## src/logic/gdio_defines.vh

```
// Purpose: Constants for the general digital I/O port
// Assumes: Register indices are local to one port
// Notes:   Index values are arbitrary within the port's three slots
`ifndef GDIO_DEFINES_VH
`define GDIO_DEFINES_VH
`define GDIO_ADDR_W        2
`define GDIO_IDX_PIN_IN    2'h0
`define GDIO_IDX_DIR       2'h1
`define GDIO_IDX_OUT_VAL   2'h2
`define GDIO_RST_DIR       8'h00
`define GDIO_RST_OUT_VAL   8'h00
`define GDIO_RST_SENSE     8'h00
`endif

```

## src/logic/gdio_port.v

```verilog
// Purpose: Eight-bit general digital I/O port with pull-ups and toggle
// Assumes: Single clk; I/O register bus with one-cycle strobes
// Notes:   Pin drive gated by rst combinationally, so hi-z needs no clock
// Operation
// (RULE1) Direction bit one means output
// (RULE2) Pull-up when input, value one, not disabled
// (RULE3) Pull-up off when value zero or output
// (RULE4) Reset tri-states pins even without clock
// (RULE5) Output drives the output value bit
// (RULE6) Writing one to pin location toggles value
// (RULE7) Three addresses: value, direction, pin input
// (RULE8) Global disable kills all pull-ups
// (RULE9) Single-bit writes leave other pins unchanged
// (RULE10) Software steps through intermediate state to output high
// (RULE11) Software steps through intermediate state pull-up/low
// (RULE12) Pin sense readable in any direction
// (RULE13) Latch on clock high, register on rise
// (RULE14) Pin edge seen half to one-and-half periods
// (RULE15) Written value visible one period after write
// (RULE16) Software waits one cycle before readback
// (RULE17) Alternate function leaves other pins alone
// (RULE18) Sleep clamps input unless interrupt pin
// (RULE19) Direction and value reset to zero
`timescale 1ns/1ps
`include "gdio_defines.vh"
module gdio_port #(
    parameter WIDTH = 8
) (
    input  wire             clk,
    input  wire             rst,
    input  wire [1:0]       io_addr,
    input  wire             io_wr,
    input  wire             io_rd,
    input  wire [WIDTH-1:0] io_wdata,
    output reg  [WIDTH-1:0] io_rdata,
    input  wire             global_pullup_disable,
    input  wire             sleep_clamp,
    input  wire [WIDTH-1:0] ext_int_enable,
    input  wire [WIDTH-1:0] alt_dir_override,
    input  wire [WIDTH-1:0] alt_dir_value,
    input  wire [WIDTH-1:0] alt_val_override,
    input  wire [WIDTH-1:0] alt_val_value,
    input  wire [WIDTH-1:0] pin_i,
    output wire [WIDTH-1:0] pin_o,
    output wire [WIDTH-1:0] pin_oe,
    output wire [WIDTH-1:0] pullup_en,
    output wire [WIDTH-1:0] direction_register,
    output wire [WIDTH-1:0] output_value_register,
    output wire [WIDTH-1:0] pin_sense
);


    // Slot codes and reset images
    localparam [1:0]       SLOT_PIN  = `GDIO_IDX_PIN_IN;
    localparam [1:0]       SLOT_DIR  = `GDIO_IDX_DIR;
    localparam [1:0]       SLOT_VAL  = `GDIO_IDX_OUT_VAL;
    localparam [WIDTH-1:0] RST_DIR   = `GDIO_RST_DIR;
    localparam [WIDTH-1:0] RST_VAL   = `GDIO_RST_OUT_VAL;
    localparam [WIDTH-1:0] RST_SENSE = `GDIO_RST_SENSE;
    localparam [WIDTH-1:0] ALL_ZERO  = {WIDTH{1'b0}};

    // Write decode
    wire             wr_dir;
    wire             wr_val;
    wire             wr_tog;

    // Register state per pin, gathered into vectors
    wire [WIDTH-1:0] dir_w;
    wire [WIDTH-1:0] out_val_w;

    // Pad control before reset gating
    wire [WIDTH-1:0] drive_en;
    wire [WIDTH-1:0] drive_val;
    wire [WIDTH-1:0] pull_on;

    // Synchronised pin levels
    wire [WIDTH-1:0] sense_w;

    // Read data path
    reg  [WIDTH-1:0] rdata_nxt;

    // Strobe qualified by slot
    function slot_hit;
        input       strobe;
        input [1:0] addr;
        input [1:0] slot;
        begin
            slot_hit = strobe & (addr == slot);
        end
    endfunction

    // Alternate control where its override is set, register elsewhere
    function ovr_pick;
        input ovr;
        input alt;
        input own;
        begin
            if (ovr) begin
                ovr_pick = alt;
            end else begin
                ovr_pick = own;
            end
        end
    endfunction

    // Pull-up only for an undriven pin whose stored value is one
    function pull_pick;
        input kill;
        input drive;
        input val;
        begin
            pull_pick = ~kill & ~drive & val;
        end
    endfunction

    // Direction slot replaces the bit
    function next_dir_bit;
        input wr;
        input wbit;
        input cur;
        begin
            if (wr) begin
                next_dir_bit = wbit;
            end else begin
                next_dir_bit = cur;
            end
        end
    endfunction

    // Toggle slot never stores, it only inverts
    function next_val_bit;
        input wr;
        input tog;
        input wbit;
        input cur;
        begin
            case ({wr, tog})
                2'h2:    next_val_bit = wbit;
                2'h1:    next_val_bit = cur ^ wbit;
                default: next_val_bit = cur;
            endcase
        end
    endfunction

    // Clamp to ground in sleep unless the pin is an interrupt input
    function clamp_pick;
        input sleep;
        input irq;
        input pin;
        begin
            clamp_pick = pin & ~(sleep & ~irq);
        end
    endfunction

    // Combinational gate; a clocked release would need a running clock
    function gate_rst;
        input r;
        input val;
        begin
            if (r) begin
                gate_rst = 1'b0;
            end else begin
                gate_rst = val;
            end
        end
    endfunction

    // Unmapped slot reads as zero
    function [WIDTH-1:0] read_slot;
        input [1:0]       addr;
        input [WIDTH-1:0] sense;
        input [WIDTH-1:0] dir;
        input [WIDTH-1:0] val;
        begin
            case (addr)
                SLOT_PIN: read_slot = sense; // RULE12
                SLOT_DIR: read_slot = dir;
                SLOT_VAL: read_slot = val;
                default:  read_slot = ALL_ZERO;
            endcase
        end
    endfunction

    // Toggle shares the pin input slot
    assign wr_dir = slot_hit(io_wr, io_addr, SLOT_DIR); // RULE7
    assign wr_val = slot_hit(io_wr, io_addr, SLOT_VAL); // RULE7
    assign wr_tog = slot_hit(io_wr, io_addr, SLOT_PIN); // RULE6

    // One slice per pin
    genvar gi;

    generate
        for (gi = 0; gi < WIDTH; gi = gi + 1) begin : g_pin
            // Stored bits and their next values
            reg  dir_r;
            reg  dir_nxt;
            reg  out_val_r;
            reg  out_val_nxt;

            // Effective pad control
            wire eff_dir;
            wire eff_val;

            // Input path
            wire in_live;
            reg  latch_r;
            reg  sense_r;

            // Next values
            always @* begin
                dir_nxt = next_dir_bit(wr_dir, io_wdata[gi], dir_r); // RULE9
            end

            always @* begin
                out_val_nxt = next_val_bit(wr_val, wr_tog,
                                           io_wdata[gi], out_val_r); // RULE6 RULE9
            end

            // Reset leaves every pin an input without pull-up
            always @(posedge clk) begin
                if (rst) begin
                    dir_r <= RST_DIR[gi]; // RULE19
                end else begin
                    dir_r <= dir_nxt; // RULE1
                end
            end

            always @(posedge clk) begin
                if (rst) begin
                    out_val_r <= RST_VAL[gi]; // RULE19
                end else begin
                    out_val_r <= out_val_nxt; // RULE5
                end
            end

            assign eff_dir = ovr_pick(alt_dir_override[gi],
                                      alt_dir_value[gi],
                                      dir_r); // RULE1 RULE17
            assign eff_val = ovr_pick(alt_val_override[gi],
                                      alt_val_value[gi],
                                      out_val_r); // RULE5 RULE17

            // Stored value decides the pull-up, not the override value
            assign pull_on[gi] = pull_pick(global_pullup_disable,
                                           eff_dir,
                                           out_val_r); // RULE2 RULE3 RULE8

            // Interrupt-enabled pins stay live through sleep
            assign in_live = clamp_pick(sleep_clamp,
                                        ext_int_enable[gi],
                                        pin_i[gi]); // RULE18

            // Falling-edge capture stands in for the clock-high latch
            always @(negedge clk) begin
                latch_r <= in_live; // RULE13 RULE14
            end

            // Second stage; nothing else reads latch_r
            always @(posedge clk) begin
                if (rst) begin
                    sense_r <= RST_SENSE[gi];
                end else begin
                    sense_r <= latch_r; // RULE13 RULE15
                end
            end

            // Vector views for the bus and pads
            assign dir_w[gi]     = dir_r;
            assign out_val_w[gi] = out_val_r;
            assign drive_en[gi]  = eff_dir;
            assign drive_val[gi] = eff_val;
            assign sense_w[gi]   = sense_r;
        end
    endgenerate

    generate
        for (gi = 0; gi < WIDTH; gi = gi + 1) begin : g_out
            // Pins release the moment rst rises, clock or not
            assign pin_oe[gi]    = gate_rst(rst, drive_en[gi]); // RULE4 RULE1
            assign pin_o[gi]     = gate_rst(rst, drive_val[gi]); // RULE4 RULE5
            assign pullup_en[gi] = gate_rst(rst, pull_on[gi]); // RULE4 RULE2 RULE3 RULE8
        end
    endgenerate

    // Read data holds until the next read strobe
    always @* begin
        rdata_nxt = io_rdata;
        if (io_rd) begin
            rdata_nxt = read_slot(io_addr, sense_w, dir_w, out_val_w); // RULE7 RULE12
        end
    end

    // Registered so the bus sees a steady byte
    always @(posedge clk) begin
        if (rst) begin
            io_rdata <= ALL_ZERO;
        end else begin
            io_rdata <= rdata_nxt;
        end
    end

    // Register copies for the core
    assign direction_register    = dir_w;
    assign output_value_register = out_val_w;
    assign pin_sense             = sense_w;

endmodule // gdio_port

```

## config.mk

```make
export PLATFORM = sky130hd
export DESIGN_NAME = gdio_port
export DESIGN_NICKNAME = d
export VERILOG_FILES = /design/src/logic/gdio_port.v
export VERILOG_INCLUDE_DIRS = /design/src /design/src/logic
export SDC_FILE = /design/constraint.sdc
export NUM_CORES = 1
export LEC_CHECK = 0
export ABC_CLOCK_PERIOD_IN_PS = 2800
export BUFFER_PORTS_ARGS = -buffer_cell sky130_fd_sc_hd__buf_2
export CAP_MARGIN = 30
export CELL_PAD_IN_SITES_DETAIL_PLACEMENT = 0
export CELL_PAD_IN_SITES_GLOBAL_PLACEMENT = 1
export CORE_ASPECT_RATIO = 0.5
export CORE_MARGIN = 2
export CORE_UTILIZATION = 34
export CTS_BUF_LIST = sky130_fd_sc_hd__clkbuf_8
export DETAILED_ROUTE_END_ITERATION = 16
export PLACE_DENSITY = 0.83
export SYNTH_ARGS = -nofsm -noshare
export SYNTH_HDL_FRONTEND = slang
export SYNTH_SLANG_ARGS = --single-unit
```

## constraint.sdc

```tcl
create_clock -name clk -period 2.8 [get_ports clk]
set_input_delay 0.42 -clock clk [delete_from_list [all_inputs] [get_ports clk]]
set_output_delay 0.42 -clock clk [all_outputs]
set_load 0.03 [all_outputs]
```

==> After elaboration in Yosys (flattened, before gate mapping) <==
Index checks and enable logic that the tools add are counted.
Widths: inputs -> output; s select.
{ "word_totals": {"ff_bits": 40, "in_bits": 64, "wordCells": 156} }
{ "classes": {"n_eq_ne": 4, "n_mux": 49, "bitwise": 68, "reduce_logical": 2} }
{ "op_table": {"columns": ["cell", "count"], "rows": [
  ["$mux 1", 40],
  ["$and 1x1->1", 35],
  ["$not 1->1", 25],
  ["$pmux 8 s3", 1],
  ["$pmux 1 s2", 8],
  ["$xor 1x1->1", 8],
  ["$eq 2x1->1 const B", 2],
  ["$eq 2x2->1 const B", 2],
  ["$logic_not 2->1", 1],
  ["$reduce_bool 2->1", 1]
]} }

==> Logic depth before layout (Yosys ltp) <==
{ "logic_depth": {"ltp_word": 5, "depth_mapped": 7} }

==> results.md <==
* N_diodes at 0
* Worst slew margin at 0.581
* FF-to-FF path depth at 1
* DR iter-0 viols at 77
* Layout cells sized above 1 at 0.401
* Reg2reg setup slack at 0.79 ns
* Synth area leader: dfxtp_1
* Max Root-Sink Buffers at 2
* Worst skew pair latency at 0.35 ns
* Worst path required time at 2.96 ns
* Tot GR Track Use at 0.158
* Placed instance area at 2610 um2
* # Post-CTS Setup Buffers at 0
* Min-Delay Endpoint: g_pin[4].dir_r
* Syn_area_per_cell at 8.80 um2
* Cells after Synth at 244
* # H-tree levels at 2
* Worst path slowest cell: dfxtp_1
* Top post-synthesis cells by area: dfxtp_1 (37%), mux2i_1 (15%), buf_4 (9.1%), nor2_1 (5.8%), a311oi_2 (4.9%)
* CP delay by family, top: flip-flops
* Crit-path cells: nor2b_1
* MaxCap Viol Count at 0
* Power Dens Cells at 492 nW/um2
* Clock root buffer: clkbuf_8
* DR vias at 1974
* Buffer and inverter count on the worst path at 0
* # rows at 20
* Final Setup Violations at 0
* Register bit count reported by yosys at 40
* First-pass GRT wire length at 8230 um
* Hold buffers post-CTS at 0
* Largest net degree at the start of global routing at 49
* Most frequent cell after synthesis: dfxtp_1
* Clk_skew at 0.0566 ns
* Clock sinks at 40
* Critical path class: reg -> reg
* R2r startpoint: g_pin[5].latch_r
* Layout Utilization at 0.449
* Largest stage delay on the critical path at 0.29 ns
* Unrepaired setup endpoints after global routing: no
* CP Capture Type: register
* Die width at 116 um
* HPWL after DPL at 4440 um
* # DRC at 0
* Commonest cells in the netlist: dfxtp_1 (40), nor2_1 (33), mux2i_1 (32)
* Warning count from the yosys run at 0
* Worst hold start: io_wdata[4]
* Fin area at 2730 um2
* Die area at 7000 um2
* Post-CTS Resized at 0
* Initial Utilization at 0.353
* First-pass DRT Iterations at 4
* Lkg Pwr at 1.45 nW
* GRT Residual Overflow at 0
* I/O Buffers at 119
* Core ar. at 6080 um2
* Fin nets at 406
* Via count of the first global-routing pass at 1756
* FFs w/ async S/R, synth at 0
* FF-to-FF End: g_pin[5].sense_r
* Worst-margin pin slew at 0.626 ns
* Final Hold Fails at 0
* Most used DFF post-synth: dfxtp_1
* Initial antenna violation count at 0
* Area growth syn-to-layout at 27.2%
* Synth Cell Area at 2150 um2
* Syn_nets at 309
* Placer Congestion at 0.755
* Status: finished, final reports clean
* Total Neg Setup Slack at 0 ns
* CTS tree: done
* WHS Path Cells at 3
* Post-route setup slack at 0.790 ns
* Number of flops mapped to enable cells by yosys at 0
* Antenna Nets Post-Route at 0
* Die Ht at 60.2 um
* Place WS at 0.554 ns
* DR vias/cell at 4.59
* Peak supply drop at 0.238 mV
* Wire per inst at 13.2 um
* Final hold slack at 0.383 ns
* Seq/Total Area, Yosys at 0.373
* CP Launch Type: register
* Critical path fanouts, max at 1
* Crit path DAT at 2.17 ns
* Hold WC Path Type: in -> reg
* Reg clk slew, reported paths at 0.09 ns
* Top cell type's share of synthesized area at 0.373
* Drt total wl at 5680 um
* CTS Buf Count at 5
* # IOs at 120
* Final slew viol count at 0
* Distinct cells, synth at 24
## per-layer routing
metal | track usage | wire length, um
met5 | 0 | 0
met4 | 0.0595 | 93
met3 | 0.0325 | 340
met1 | 0.186 | 2460
met2 | 0.289 | 2790
## state kept, by name (all words and copies together) (netlist names)
name             flops
g_pin.dir_r          8
g_pin.latch_r        8
io_rdata             8
g_pin.out_val_r      8
g_pin.sense_r        8
## cells by family (layout without fill, tap and decap cells)
group,count (synthesis),after routing,share of synthesized area
flip-flops,40,40,0.373
buffers and inverters,46,144,0.132
adder cells (fa/ha/maj),1,1,0.00583
multiplexers,32,32,0.149
AO/OA/AOI/OAI,32,32,0.118
AND/OR/NAND/NOR,93,93,0.221
## placed cells by master, fill, tap and decap left out
master	count
clkinv_4	1
clkinvlp_4	1
clkbuf_8	5
buf_4	1
nand3b_1	10
a21boi_0	8
a311oi_2	7
mux2i_1	32
and3_1	8
dfxtp_1	40
inv_6	1
inv_1	16
o21ai_0	8
nor2_1	33
a311oi_1	1
nor2b_1	16
nand2_1	16
or2_2	1
buf_2	119
nor3b_1	1
or2_0	7
and2b_2	1
ha_1	1
a21oi_1	8
## layout make-up
cell class | count | area, um2
clock buffers | 5 | 68.8
multi-input cells | 158 | 1060
clock inverters | 11 | 55.1
inverters | 8 | 30.0
well taps | 88 | 110
flip-flops and latches | 40 | 801
repair buffers | 120 | 603
fillers | 618 | 3350
## power by group
part / total (mW) / switching (mW) / leakage, nW / internal (mW)
clock network: 0.443 / 0.249 / 0.0874 / 0.195
registers: 0.626 / 0.0252 / 0.330 / 0.601
logic: 0.274 / 0.167 / 1.03 / 0.107
## worst max-delay path by stage
stage,slack (ns),depth (start not counted),end,start
floorplan,0.76,1,g_pin[0].latch_r,pin_i[0]
global placement,0.63,2,g_pin[5].latch_r,sleep_clamp
detailed placement,0.55,2,g_pin[5].latch_r,sleep_clamp
CTS,0.79,1,g_pin[5].sense_r,g_pin[5].latch_r
global route,0.77,1,g_pin[5].sense_r,g_pin[5].latch_r
finish,0.79,1,g_pin[5].sense_r,g_pin[5].latch_r
## metrics by stage
stage               power, mW  instances
floorplan               0.849        244
global placement        0.926        415
detailed placement      0.935        415
CTS                      1.36        430
global route             1.41        430
finish                   1.34        430
No activity file was read; power rests on OpenSTA's default activity.
